File: src/hw/srpom_map.vh
`ifndef SRPOM_MAP_VH
`define SRPOM_MAP_VH
// ----------------------------------------
// Register word addresses.
// ----------------------------------------
`define SRPOM_A_CTRL 5'h00
`define SRPOM_A_B1 5'h01
`define SRPOM_A_B2 5'h02
`define SRPOM_A_LFEBE 5'h03
`define SRPOM_A_K1K2 5'h04
`define SRPOM_A_ROLL 5'h05
`define SRPOM_A_STAT 5'h06
`define SRPOM_G_MISC 3'h0
`define SRPOM_G_MISC2 3'h1
`define SRPOM_G_PTR 3'h2
`define SRPOM_G_B3 3'h3
`define SRPOM_G_PFEBE 3'h4
`define SRPOM_G_C2 3'h5
// ----------------------------------------
// Field positions and reset values.
// ----------------------------------------
`define SRPOM_CTRL_CONC 0
`define SRPOM_ROLL_B1 0
`define SRPOM_ROLL_B2 1
`define SRPOM_ROLL_LF 2
`define SRPOM_CTRL_RST 1'h0
`define SRPOM_SEED 7'h7F
// ----------------------------------------
// Frame geometry and overhead positions.
// ----------------------------------------
`define SRPOM_ROW_LAST 4'h8
`define SRPOM_COL_LAST 11'h0437
`define SRPOM_STS_LAST 4'hB
`define SRPOM_TOH_COLS 11'h0024
`define SRPOM_ROW_B1 4'h1
`define SRPOM_ROW_PTR 4'h3
`define SRPOM_ROW_B2 4'h4
`define SRPOM_ROW_Z2 4'h8
`define SRPOM_COL_K1 11'h000C
`define SRPOM_COL_K2 11'h0018
`define SRPOM_COL_Z2 11'h000E
`define SRPOM_U_CONC 11'h000C
`define SRPOM_U_CH 11'h0003
`define SRPOM_STRIDE_CONC 14'h0414
`define SRPOM_STRIDE_CH 14'h0105
// ----------------------------------------
// Pointer and label constants.
// ----------------------------------------
`define SRPOM_MAX_PTR 10'h030E
`define SRPOM_EVEN_MASK 10'h0155
`define SRPOM_ODD_MASK 10'h02AA
`define SRPOM_JUST_MIN 4'h8
`define SRPOM_PERSIST 2'h3
`define SRPOM_AIS_FRAMES 2'h3
`define SRPOM_C2_LABEL 8'h13
`define SRPOM_Z2_LIMIT 8'h61
`define SRPOM_G1_LIMIT 4'h9
`endif

File: src/hw/srpom_rx.v
// Summary of operation
// - Pointer invalid if above 782, not held three frames, or new data flag set.
// - Pointer value is H1 bits one to zero above all eight H2 bits.
// - New data flag when H1 bits seven to four are 0001,1000,1001,1011,1101.
// - New data flag with in-range pointer replaces current pointer at once, first priority.
// - Three identical valid pointers replace the current pointer, second priority.
// - Positive justification when even-inverted pointer agrees in eight bits with inverted current.
// - Negative justification when odd-inverted pointer agrees in eight bits with inverted current.
// - Four pointers in four-channel mode, one pointer in concatenated mode.
// - B1 parity over whole scrambled frame, checked against next B1, bit errors counted.
// - B1 counting stops during frame, signal or delineation alarms.
// - H3 bytes carry payload only in a negative justification frame.
// - B2 parity per lane over line overhead and payload, checked and counted.
// - B2 counting and line far-end feedback stop during line alarms.
// - K1 and K2 are stored for software, no protection switching.
// - Third Z2 byte below 97 is added to line far-end count, overflow sticky.
// - Line far-end counting stops during line alarms.
// - B3 parity over each envelope, checked against next B3, overflow sticky.
// - B3 and path feedback stop under line alarms, pointer loss or path alarm.
// - C2 label differing from 0x13 counts in three bits, overflow sticky.
// - C2 counting stops under line alarms, pointer loss or path alarm.
// - G1 far-end value below 9 is counted, overflow sticky, path alarms halt it.
// - Counters never clear on read; sticky roll-over bits cleared by software.
// - Path alarm after three all-ones pointer frames, cleared by three valid pointers.
`timescale 1ns/1ns
`include "srpom_map.vh"
module srpom_rx
(
    input wire CLOCK,
    input wire RST,
    input wire [7:0] DATA,
    input wire DATA_VALID,
    input wire FRAME_START,
    input wire OOF,
    input wire LOF,
    input wire LOS,
    input wire [3:0] CELL_DELINEATION_LOSS,
    input wire [3:0] LOP,
    input wire [4:0] ADDR,
    input wire [15:0] WDATA,
    input wire WR,
    input wire RD,
    output reg [15:0] RDATA,
    output reg [7:0] SPE_DATA,
    output reg SPE_VALID,
    output reg [1:0] SPE_CHANNEL,
    output reg SPE_START
);
// ----------------------------------------
// Helper functions.
// ----------------------------------------
function [3:0] popc;
    input [11:0] v;
    integer k;
    begin
        popc = 4'h0;
        for (k = 0; k < 12; k = k + 1)
        begin
            popc = popc + {3'h0, v[k]};
        end
    end
endfunction
function [14:0] dstep;
    input [6:0] s;
    integer k;
    reg [6:0] t;
    reg [7:0] key;
    begin
        t = s;
        key = 8'h00;
        for (k = 7; k >= 0; k = k - 1)
        begin
            key[k] = t[6];
            t = {t[5:0], t[6] ^ t[5]};
        end
        dstep = {t, key};
    end
endfunction
// ----------------------------------------
// State.
// ----------------------------------------
integer i;
reg [3:0] row_reg;
reg [10:0] col_reg;
reg [3:0] s_reg;
reg framed_reg;
reg [6:0] scr_reg;
reg ctrl_reg;
reg [15:0] roll_reg;
reg [15:0] k_reg;
reg [15:0] b1_cnt_reg;
reg [15:0] b2_cnt_reg;
reg [15:0] lf_cnt_reg;
reg [7:0] b1_acc_reg;
reg [7:0] b1_prev_reg;
reg b1_ok_reg;
reg b2_ok_reg;
reg [7:0] b2_acc_reg [0:11];
reg [7:0] b2_prev_reg [0:11];
reg [9:0] cur_ptr_reg [0:3];
reg [9:0] last_ptr_reg [0:3];
reg [1:0] same_reg [0:3];
reg [1:0] ais_cnt_reg [0:3];
reg [7:0] h1_reg [0:3];
reg [13:0] off_reg [0:3];
reg [13:0] spe_reg [0:3];
reg [7:0] b3_acc_reg [0:3];
reg [7:0] b3_prev_reg [0:3];
reg [15:0] b3_cnt_reg [0:3];
reg [15:0] pf_cnt_reg [0:3];
reg [2:0] c2_cnt_reg [0:3];
reg [3:0] ais_reg;
reg [3:0] pos_reg;
reg [3:0] neg_reg;
reg [3:0] ndf_reg;
reg [3:0] in_spe_reg;
reg [3:0] b3_ok_reg;
// ----------------------------------------
// Byte position and descrambling.
// ----------------------------------------
wire byte_ok = DATA_VALID & (framed_reg | FRAME_START);
wire [3:0] row = FRAME_START ? 4'h0 : row_reg;
wire [10:0] col = FRAME_START ? 11'h000 : col_reg;
wire [3:0] sts = FRAME_START ? 4'h0 : s_reg;
wire conc = ctrl_reg;
wire [1:0] ch = conc ? 2'h0 : col[1:0];
wire [10:0] cc = conc ? col : {2'h0, col[10:2]};
wire [10:0] u = conc ? `SRPOM_U_CONC : `SRPOM_U_CH;
wire [13:0] stride = conc ? `SRPOM_STRIDE_CONC : `SRPOM_STRIDE_CH;
wire toh = col < `SRPOM_TOH_COLS;
wire soh = toh & (row < `SRPOM_ROW_PTR);
wire clear_row = toh & (row == 4'h0);
wire [6:0] scr_use = clear_row ? `SRPOM_SEED : scr_reg;
wire [14:0] ds = dstep(scr_use);
wire [7:0] dsc = clear_row ? DATA : DATA ^ ds[7:0];
wire prow = row == `SRPOM_ROW_PTR;
wire is_h1 = prow & (cc == 11'h000);
wire is_h2 = prow & (cc == u);
wire is_h3 = prow & (cc >= 2 * u) & (cc < 3 * u);
wire first_h3 = prow & (cc == 2 * u);
wire pay = cc >= 3 * u;
wire stuff = pos_reg[ch] & prow & pay & (cc < 4 * u);
wire dv = byte_ok & ((pay & ~stuff) | (is_h3 & neg_reg[ch]));
wire lin = OOF | LOF | LOS | (|CELL_DELINEATION_LOSS);
wire pin = lin | LOP[ch] | ais_reg[ch];
// ----------------------------------------
// Pointer interpretation.
// ----------------------------------------
wire [7:0] h1 = h1_reg[ch];
wire [9:0] rxp = {h1[1:0], dsc};
wire [9:0] curp = cur_ptr_reg[ch];
wire ndf = (h1[7:4] == 4'b0001) | (h1[7:4] == 4'b1000) | (h1[7:4] == 4'b1001) |
           (h1[7:4] == 4'b1011) | (h1[7:4] == 4'b1101);
wire inr = rxp <= `SRPOM_MAX_PTR;
wire [1:0] same_nx = (rxp != last_ptr_reg[ch]) ? 2'h1 :
                     (same_reg[ch] == `SRPOM_PERSIST) ? `SRPOM_PERSIST : same_reg[ch] + 2'h1;
wire valid3 = inr & ~ndf & (same_nx == `SRPOM_PERSIST);
wire all1 = (h1 == 8'hFF) & (dsc == 8'hFF);
wire [3:0] agree_p = popc({2'h0, rxp ^ `SRPOM_EVEN_MASK ^ curp});
wire [3:0] agree_n = popc({2'h0, rxp ^ `SRPOM_ODD_MASK ^ curp});
wire jok = ~ndf & ~valid3 & ~ais_reg[ch] & ~all1;
wire pj = jok & (agree_p >= `SRPOM_JUST_MIN);
wire nj = jok & (agree_n >= `SRPOM_JUST_MIN);
// ----------------------------------------
// Envelope tracking.
// ----------------------------------------
wire [13:0] rpos = first_h3 ? 14'h0000 : off_reg[ch];
wire [13:0] j1_off = (curp + 14'h0001) * u[3:0];
wire is_j1 = dv & (rpos == j1_off);
wire [13:0] sp = is_j1 ? 14'h0000 : spe_reg[ch] + 14'h0001;
wire in_spe = dv & in_spe_reg[ch] & ~is_j1;
// ----------------------------------------
// Error events and counter sums.
// ----------------------------------------
wire [3:0] b1_err = popc({4'h0, dsc ^ b1_prev_reg});
wire [16:0] b1_sum = {1'b0, b1_cnt_reg} + {13'h0000, b1_err};
wire e_b1 = byte_ok & (row == `SRPOM_ROW_B1) & (col == 11'h000) & b1_ok_reg & ~lin;
wire [3:0] b2_err = popc({4'h0, dsc ^ b2_prev_reg[sts]});
wire [16:0] b2_sum = {1'b0, b2_cnt_reg} + {13'h0000, b2_err};
wire e_b2 = byte_ok & (row == `SRPOM_ROW_B2) & (col < 11'h00C) & b2_ok_reg & ~lin;
wire [16:0] lf_sum = {1'b0, lf_cnt_reg} + {9'h000, dsc};
wire e_lf = byte_ok & (row == `SRPOM_ROW_Z2) & (col == `SRPOM_COL_Z2) &
            (dsc < `SRPOM_Z2_LIMIT) & ~lin;
wire [3:0] b3_err = popc({4'h0, dsc ^ b3_prev_reg[ch]});
wire [16:0] b3_sum = {1'b0, b3_cnt_reg[ch]} + {13'h0000, b3_err};
wire e_b3 = in_spe & (sp == stride) & b3_ok_reg[ch] & ~pin;
wire [3:0] c2_sum = {1'b0, c2_cnt_reg[ch]} + 4'h1;
wire e_c2 = in_spe & (sp == 2 * stride) & (dsc != `SRPOM_C2_LABEL) & ~pin;
wire [16:0] pf_sum = {1'b0, pf_cnt_reg[ch]} + {13'h0000, dsc[7:4]};
wire e_pf = in_spe & (sp == 3 * stride) & (dsc[7:4] < `SRPOM_G1_LIMIT) & ~pin;
reg [15:0] roll_set;
reg [15:0] rd_val;
always @*
begin
    roll_set = 16'h0000;
    roll_set[`SRPOM_ROLL_B1] = e_b1 & b1_sum[16];
    roll_set[`SRPOM_ROLL_B2] = e_b2 & b2_sum[16];
    roll_set[`SRPOM_ROLL_LF] = e_lf & lf_sum[16];
    roll_set[4 + ch] = e_b3 & b3_sum[16];
    roll_set[8 + ch] = e_c2 & c2_sum[3];
    roll_set[12 + ch] = e_pf & pf_sum[16];
end
always @*
begin
    rd_val = 16'h0000;
    case (ADDR[4:2])
        `SRPOM_G_MISC:
        begin
            case (ADDR[1:0])
                2'h0: rd_val = {15'h0000, ctrl_reg};
                2'h1: rd_val = b1_cnt_reg;
                2'h2: rd_val = b2_cnt_reg;
                default: rd_val = lf_cnt_reg;
            endcase
        end
        `SRPOM_G_MISC2:
        begin
            case (ADDR[1:0])
                2'h0: rd_val = k_reg;
                2'h1: rd_val = roll_reg;
                2'h2: rd_val = {ndf_reg, neg_reg, pos_reg, ais_reg};
                default: rd_val = 16'h0000;
            endcase
        end
        `SRPOM_G_PTR: rd_val = {6'h00, cur_ptr_reg[ADDR[1:0]]};
        `SRPOM_G_B3: rd_val = b3_cnt_reg[ADDR[1:0]];
        `SRPOM_G_PFEBE: rd_val = pf_cnt_reg[ADDR[1:0]];
        `SRPOM_G_C2: rd_val = {13'h0000, c2_cnt_reg[ADDR[1:0]]};
        default: rd_val = 16'h0000;
    endcase
end
// ----------------------------------------
// Register port.
// ----------------------------------------
always @(posedge CLOCK or posedge RST)
begin
    if (RST)
    begin
        RDATA <= 16'h0000;
        ctrl_reg <= `SRPOM_CTRL_RST;
        roll_reg <= 16'h0000;
    end
    else
    begin
        RDATA <= RD ? rd_val : 16'h0000;
        if (WR && ADDR == `SRPOM_A_CTRL)
        begin
            ctrl_reg <= WDATA[`SRPOM_CTRL_CONC];
        end
        if (WR && ADDR == `SRPOM_A_ROLL)
        begin
            roll_reg <= (roll_reg & ~WDATA) | roll_set;
        end
        else
        begin
            roll_reg <= roll_reg | roll_set;
        end
    end
end
// ----------------------------------------
// Frame datapath.
// ----------------------------------------
always @(posedge CLOCK or posedge RST)
begin
    if (RST)
    begin
        row_reg <= 4'h0;
        col_reg <= 11'h000;
        s_reg <= 4'h0;
        framed_reg <= 1'b0;
        scr_reg <= `SRPOM_SEED;
        k_reg <= 16'h0000;
        b1_cnt_reg <= 16'h0000;
        b2_cnt_reg <= 16'h0000;
        lf_cnt_reg <= 16'h0000;
        b1_acc_reg <= 8'h00;
        b1_prev_reg <= 8'h00;
        b1_ok_reg <= 1'b0;
        b2_ok_reg <= 1'b0;
        ais_reg <= 4'h0;
        pos_reg <= 4'h0;
        neg_reg <= 4'h0;
        ndf_reg <= 4'h0;
        in_spe_reg <= 4'h0;
        b3_ok_reg <= 4'h0;
        SPE_DATA <= 8'h00;
        SPE_VALID <= 1'b0;
        SPE_CHANNEL <= 2'h0;
        SPE_START <= 1'b0;
        for (i = 0; i < 12; i = i + 1)
        begin
            b2_acc_reg[i] <= 8'h00;
            b2_prev_reg[i] <= 8'h00;
        end
        for (i = 0; i < 4; i = i + 1)
        begin
            cur_ptr_reg[i] <= 10'h000;
            last_ptr_reg[i] <= 10'h000;
            same_reg[i] <= 2'h0;
            ais_cnt_reg[i] <= 2'h0;
            h1_reg[i] <= 8'h00;
            off_reg[i] <= 14'h0000;
            spe_reg[i] <= 14'h0000;
            b3_acc_reg[i] <= 8'h00;
            b3_prev_reg[i] <= 8'h00;
            b3_cnt_reg[i] <= 16'h0000;
            pf_cnt_reg[i] <= 16'h0000;
            c2_cnt_reg[i] <= 3'h0;
        end
    end
    else
    begin
        SPE_VALID <= dv;
        SPE_START <= is_j1;
        if (dv)
        begin
            SPE_DATA <= dsc;
            SPE_CHANNEL <= ch;
        end
        if (byte_ok)
        begin
            framed_reg <= 1'b1;
            scr_reg <= ds[14:8];
            col_reg <= (col == `SRPOM_COL_LAST) ? 11'h000 : col + 11'h001;
            s_reg <= (sts == `SRPOM_STS_LAST) ? 4'h0 : sts + 4'h1;
            if (col == `SRPOM_COL_LAST)
            begin
                row_reg <= (row == `SRPOM_ROW_LAST) ? 4'h0 : row + 4'h1;
            end
            if (FRAME_START)
            begin
                b1_prev_reg <= b1_acc_reg;
                b1_acc_reg <= DATA;
                b1_ok_reg <= framed_reg;
                b2_ok_reg <= framed_reg;
                for (i = 0; i < 12; i = i + 1)
                begin
                    b2_prev_reg[i] <= b2_acc_reg[i];
                    b2_acc_reg[i] <= 8'h00;
                end
            end
            else
            begin
                b1_acc_reg <= b1_acc_reg ^ DATA;
                if (!soh)
                begin
                    b2_acc_reg[sts] <= b2_acc_reg[sts] ^ dsc;
                end
            end
            if (e_b1)
            begin
                b1_cnt_reg <= b1_sum[15:0];
            end
            if (e_b2)
            begin
                b2_cnt_reg <= b2_sum[15:0];
            end
            if (e_lf)
            begin
                lf_cnt_reg <= lf_sum[15:0];
            end
            if (row == `SRPOM_ROW_B2 && col == `SRPOM_COL_K1)
            begin
                k_reg[15:8] <= dsc;
            end
            if (row == `SRPOM_ROW_B2 && col == `SRPOM_COL_K2)
            begin
                k_reg[7:0] <= dsc;
            end
            if (is_h1)
            begin
                h1_reg[ch] <= dsc;
            end
            if (is_h2)
            begin
                last_ptr_reg[ch] <= rxp;
                same_reg[ch] <= same_nx;
                ndf_reg[ch] <= ndf;
                pos_reg[ch] <= pj;
                neg_reg[ch] <= nj;
                if (ndf && inr)
                begin
                    cur_ptr_reg[ch] <= rxp;
                end
                else if (valid3)
                begin
                    cur_ptr_reg[ch] <= rxp;
                end
                else if (pj)
                begin
                    cur_ptr_reg[ch] <= (curp == `SRPOM_MAX_PTR) ? 10'h000 : curp + 10'h001;
                end
                else if (nj)
                begin
                    cur_ptr_reg[ch] <= (curp == 10'h000) ? `SRPOM_MAX_PTR : curp - 10'h001;
                end
                if (all1)
                begin
                    ais_cnt_reg[ch] <= (ais_cnt_reg[ch] == `SRPOM_AIS_FRAMES) ? `SRPOM_AIS_FRAMES :
                                       ais_cnt_reg[ch] + 2'h1;
                    if (ais_cnt_reg[ch] == `SRPOM_AIS_FRAMES - 2'h1)
                    begin
                        ais_reg[ch] <= 1'b1;
                    end
                end
                else
                begin
                    ais_cnt_reg[ch] <= 2'h0;
                    if (valid3)
                    begin
                        ais_reg[ch] <= 1'b0;
                    end
                end
            end
            if (is_h3 || pay)
            begin
                off_reg[ch] <= rpos + 14'h0001;
            end
            if (dv)
            begin
                spe_reg[ch] <= sp;
                if (is_j1)
                begin
                    in_spe_reg[ch] <= 1'b1;
                    b3_ok_reg[ch] <= in_spe_reg[ch];
                    b3_prev_reg[ch] <= b3_acc_reg[ch];
                    b3_acc_reg[ch] <= dsc;
                end
                else
                begin
                    b3_acc_reg[ch] <= b3_acc_reg[ch] ^ dsc;
                end
            end
            if (e_b3)
            begin
                b3_cnt_reg[ch] <= b3_sum[15:0];
            end
            if (e_c2)
            begin
                c2_cnt_reg[ch] <= c2_sum[2:0];
            end
            if (e_pf)
            begin
                pf_cnt_reg[ch] <= pf_sum[15:0];
            end
        end
    end
end
endmodule // srpom_rx

File: config.mk
export PLATFORM = sky130hd
export DESIGN_NAME = srpom_rx
export DESIGN_NICKNAME = d
export VERILOG_FILES = /design/src/hw/srpom_rx.v
export VERILOG_INCLUDE_DIRS = /design/src /design/src/hw
export SDC_FILE = /design/constraint.sdc
export NUM_CORES = 2
export LEC_CHECK = 0
export ABC_AREA = 1
export BUFFER_PORTS_ARGS = -buffer_cell sky130_fd_sc_hd__clkbuf_2
export CORE_ASPECT_RATIO = 1.2
export CORE_MARGIN = 3
export CORE_UTILIZATION = 50
export CTS_BUF_LIST = sky130_fd_sc_hd__clkbuf_4 sky130_fd_sc_hd__clkbuf_8
export CTS_CLUSTER_DIAMETER = 40
export DETAILED_ROUTE_END_ITERATION = 8
export MAX_ROUTING_LAYER = met4
export PLACE_DENSITY_LB_ADDON = 0.08
export SETUP_SLACK_MARGIN = 0.1
export SLEW_MARGIN = 20
export SYNTH_ARGS = -nofsm -noshare
export SYNTH_HDL_FRONTEND = slang
export SYNTH_SLANG_ARGS = --single-unit
export TNS_END_PERCENT = 30
File: constraint.sdc
create_clock -name CLOCK -period 29.8 [get_ports CLOCK]
set_clock_uncertainty 0.05 [all_clocks]
set_input_delay 5.96 -clock CLOCK [delete_from_list [all_inputs] [get_ports CLOCK]]
set_output_delay 5.96 -clock CLOCK [all_outputs]
set_load 0.03 [all_outputs]
Yosys cells after proc, flatten, opt, wreduce, memory -nomap -nowiden
Index checks and enable logic that the tools add are counted.
{"block": "op_classes", "add_sub_neg": 58, "multipliers": 3, "magnitude_cmp": 25, "eq_ne": 39, "muxes": 147, "bitwise_logic": 103, "n_reduce_logical": 40}
{"op": "$mux 96", "count": 2}
{"op": "$mux 16", "count": 11}
{"op": "$bwmux 40", "count": 4}
{"op": "$mux 40", "count": 4}
{"op": "$bmux 16 s2", "count": 4}
{"op": "$bwmux 32", "count": 4}
{"op": "$bwmux 64", "count": 2}
{"op": "$mux 8", "count": 15}
{"op": "$bwmux 56", "count": 2}
{"op": "$mux 14", "count": 7}
{"op": "$add 4x1->4", "count": 24}
{"op": "$bwmux 96", "count": 1}
{"op": "$pmux 16 s3", "count": 2}
{"op": "$pmux 16 s6", "count": 1}
{"op": "$mux 10", "count": 9}
{"op": "$add 16x4->17", "count": 4}
{"op": "$bmux 8 s4", "count": 2}
{"op": "$bmux 10 s2", "count": 3}
{"op": "$bmux 14 s2", "count": 2}
{"op": "$xor 8x8->8", "count": 7}
{"op": "$and 1x1->1", "count": 52}
{"op": "$bmux 8 s2", "count": 3}
{"op": "$bwmux 16", "count": 3}
{"op": "$mux 11", "count": 4}
{"op": "other kinds (113)", "count": 243}
{"block": "totals", "ff_bits": 813, "in_bits": 46, "output_inout_bits": 28, "elab_cells": 513}

Longest topological paths before layout
{"block": "logic_depth", "word_depth": 24, "ltp_mapped": 45, "mapped_depth_nobuf": 39}

Worst setup path before layout
No wires, ideal clock.
{"block": "synth_timing", "kind": "input to register", "start": "input FRAME_START", "end": "register pf_cnt_reg[2] (netlist name)", "setup_time_ps": 117, "arrival_time_ps": 11872, "t_required_ps": 29633, "setup_slack_ps": 17761, "cell_stages": 41, "path_buffers": 7, "cell_sequence": "buf_6 -> inv_2 -> buf_6 -> nand2_4 -> nor2_4 -> nand2_2 -> buf_4 -> buf_4 -> buf_2 -> o22ai_1 -> a21oi_1 -> nand2_1 -> inv_1 -> ha_1 -> inv_1 -> xor2_1 -> inv_1 -> nor2_1 -> (+5 left out) -> nand3_1 -> nand2_1 -> nand2_1 -> nand2_1 -> nand2_1 -> nand2_1 -> xor2_1 -> nand2_1 -> nor2_2 -> nand3_4 -> buf_4 -> o21ai_2 -> nand2_1 -> a21oi_4 -> nand3_4 -> buf_2 -> nand2_1 -> nand2_1"}
{"block": "synth_via", "elab_chain_cells": 18, "word_cells_on_any_way": 78, "cone_classes": "3 x add/sub; 1 x mul; 8 x order compare; 4 x eq/ne; 33 x mux; 26 x bitwise; 3 x reduce/logical"}
{"element": "start: declaration", "line_no": "srpom_rx.v:33", "source": "input wire FRAME_START,"}
{"element": "parallel branches: the longest is 18 deep, another holds $mul 11x4->14"}
{"element": "end signal: indexed assignment", "line_no": "srpom_rx.v:444", "source": "pf_cnt_reg[ch] <= pf_sum[15:0];"}
{"element": "end: declaration", "line_no": "srpom_rx.v:110", "source": "reg [15:0] pf_cnt_reg [0:3];"}
Several ways; the timed one is not identified. The select of a mux whose other input is x is not followed.
A chain may end at the register's enable or synchronous reset.

Worst setup path in the final report
{"block": "layout_timing", "start": "input FRAME_START", "end": "register pf_cnt_reg[13] (netlist name)"}
The elaborated chain is that of the path after synthesis.

==> results.md <==
- Area grow syn2layout: 10.2%
- P_int: 0.00239 W
- PwrDens: 81.6 mW/mm^2
- CTS Sinks: 813
- Sequential fraction of the synthesis area: 45.0%
- Layout Nets: 5868
- Initial DRC count: 3686
- Actual slew at the worst max-slew pin: 1.08 ns
- Final Total Pwr: 0.00407 W
- Critical Path RT: 30.45 ns
- Vias in the first global route: 39900
- Synthesized area: 0.0452 mm^2
- Max IR drop VDD: 0.0782 mV
- Clock slew at reported path FFs: 0.06 ns
- Overflow after GRT: 0
- Max Slew Vio Count: 0
- Share of layout cells above drive strength 1: 9.30%
- LEAKAGE: 24.1 nW
- CTS tree: done
- IO buf count: 73
- P_sw: 0.00168 W
- Drt pass-1 iters: 7
- Max-cap violation count: 0
- Final Cycle Share: 46.6%
- RSZ-0062 raised after global routing: false
- Global-route wire length before repair: 234 mm
- Core Area: 0.0895 mm^2
- Number of enable flip-flop cells after synthesis: 0
- Final wirelength: 151 mm
- Root Driver: clkbuf_8
- DRC errors left: 0
- HP Class: register to register
- Worst skew pair latency: 0.84 ns
- Die X: 281 um
- Fmax: 72.0 MHz
- Avg Cell Area, Syn: 7.92 um^2
- Post-CTS setup buffer count: 0
- Initial core utilization: 50.6%
- Top_reg_cell synth: dfrtp_1
- Slowest CP cell: nor2_8
- Hold_sp: in_spe_reg[2]
- Fraction of registers with async set or reset after synthesis: 100%
- Initial antenna violation count: 1
- CP Launch Point: FRAME_START
- Gr usage total: 32.9%
- Crit path largest cell delay: 0.82 ns
- FF-to-FF Start: conc
- Switch share: 41.3%
- Sequential share of power: 31.2%
- Setup CP Type: primary input to register
- H-tree Lvls: 4
- Syn Inst Count: 5715
- Yosys reg bits: 813
- HPWL after detailed placement: 101 mm
- Crit path arrival time: 14.55 ns
- Top-Level Pins: 74
- Status: completed
- Combinational power share: 39.1%
- Most common cell on crit path: nand2_1
- Synth cell types: 63
- Rel. slew slack: 27.5%
- Syn nets: 5872
- Startpoint types: primary input
- Final setup fails: 0
- Routed len/inst: 21.6 um
- Die outline area: 0.0942 mm^2
- Max clock buf depth: 3
- Hold-fix buffers, CTS: 0
- Vias per inst: 5.90
- Routability cong.: 0.968
- Commonest non-fill, non-tap cell in the layout: nand2_1
- Post-CTS Resized: 0
- Largest net degree at the start of global routing: 124
- CTS buffer count: 149
- Final Hold Viols: 0
- Vias: 41200
- Rows: 120
- Die height: 336 um
- Clock share of power: 29.7%
- Tmin final: 13.90 ns
- Setup TNS: 0 ns
- Synth warn: 0
- Worst Setup End Kind: register
- Most frequent cells in the layout: 1626 x nand2_1, 806 x dfrtp_1, 501 x inv_1
- Antenna-violating nets left: 0
- Crit Path Max Fanout: 72
-- cell families after synthesis --
family	count (synthesis)	synth area share, %
compound gates	1248	16.6
xor+xnor	158	3.06
fa+ha+maj	111	3.82
buf+inv	850	7.52
flops	813	45.0
mux	21	0.501
other cells	1	0.00829
simple gates	2513	23.6
-- metal layers --
metal	vias up	GRT usage (%)	part of all wire (%)
met5	-	-	0
met4	0	15.5	5.0
met3	387	5.30	7.0
met2	1699	52.5	47
met1	19900	41.2	41
li1	19300	-	-
-- synthesized netlist by cell type, types with 50 or more instances --
| master | count | area [um^2] |
|---|---|---|
| nand2_1 | 1631 | 6120 |
| dfrtp_1 | 806 | 20200 |
| inv_1 | 504 | 1890 |
| o21ai_0 | 492 | 2460 |
| nor2_1 | 350 | 1310 |
| o22ai_1 | 265 | 1660 |
| nand4_1 | 227 | 1420 |
| clkbuf_1 | 192 | 721 |
| nand3_1 | 178 | 891 |
| a21oi_1 | 146 | 731 |
| xor2_1 | 133 | 1160 |
| a22oi_1 | 84 | 631 |
| ha_1 | 66 | 826 |
| buf_2 | 63 | 315 |
| o211ai_1 | 58 | 435 |
| nor3_1 | 50 | 250 |
-- worst paths after layout --
check                                   to  slack [ns]  cells past startpoint
max                         pf_cnt_reg[13]       15.90                     33
min                          in_spe_reg[2]        0.41                      2
max reg2reg                 pf_cnt_reg[13]       20.85                     33
min reg2reg                  in_spe_reg[2]        0.41                      2
max in group asynchronous    lf_cnt_reg[4]       20.41                      6
min in group asynchronous  b2_prev_reg[79]        5.25                      2
-- power groups by stage --
stage / combinational (W) / sequential [W] / clock, W
final: 0.00159 / 0.00127 / 0.00121
after global routing: 0.00174 / 0.00128 / 0.00128
after CTS: 0.00158 / 0.00127 / 0.00123
after detailed placement: 0.00157 / 0.00128 / 0
after global placement: 0.00155 / 0.00128 / 0
after floorplan: 0.00108 / 0.00128 / 0
-- metrics by stage --
| step | hold slack, ns | std cells | util [%] | cell area (um^2) | setup slack, ns |
|---|---|---|---|---|---|
| 2_1_floorplan | 0.377 | 5715 | - | 45200 | 0.968 |
| 3_3_place_gp | 0.392 | 6715 | 51.9 | 46400 | 15.29 |
| 3_5_place_dp | 0.397 | 6718 | 51.9 | 46500 | 15.16 |
| 4_1_cts | 0.408 | 6985 | 55.7 | 49800 | 16.04 |
| 5_1_grt | 0.419 | 6989 | 55.7 | 49800 | 15.25 |
| 6_report | 0.409 | 6989 | 55.7 | 49800 | 15.90 |
-- worst max-delay path, delay by kind of cell --
kind,cells,cell delay [ns]
XOR/XNOR,2,0.66
adder cells (fa/ha/maj),3,1.41
buffers and inverters,6,1.99
AND/OR/NAND/NOR,20,3.79
AO/OA/AOI/OAI,2,0.56
-- layout make-up --
cell class	count	area (um^2)
Antenna cell	3	7.51
Clock buffer	214	2680
Clock inverter	53	698
Fill cell	8528	39600
Inverter	524	1980
Multi-Input combinational cell	4052	21600
Sequential cell	813	20400
Tap cell	1159	1450
Timing Repair Buffer	171	1090
Note: power is estimated with default switching activity, not from simulation.
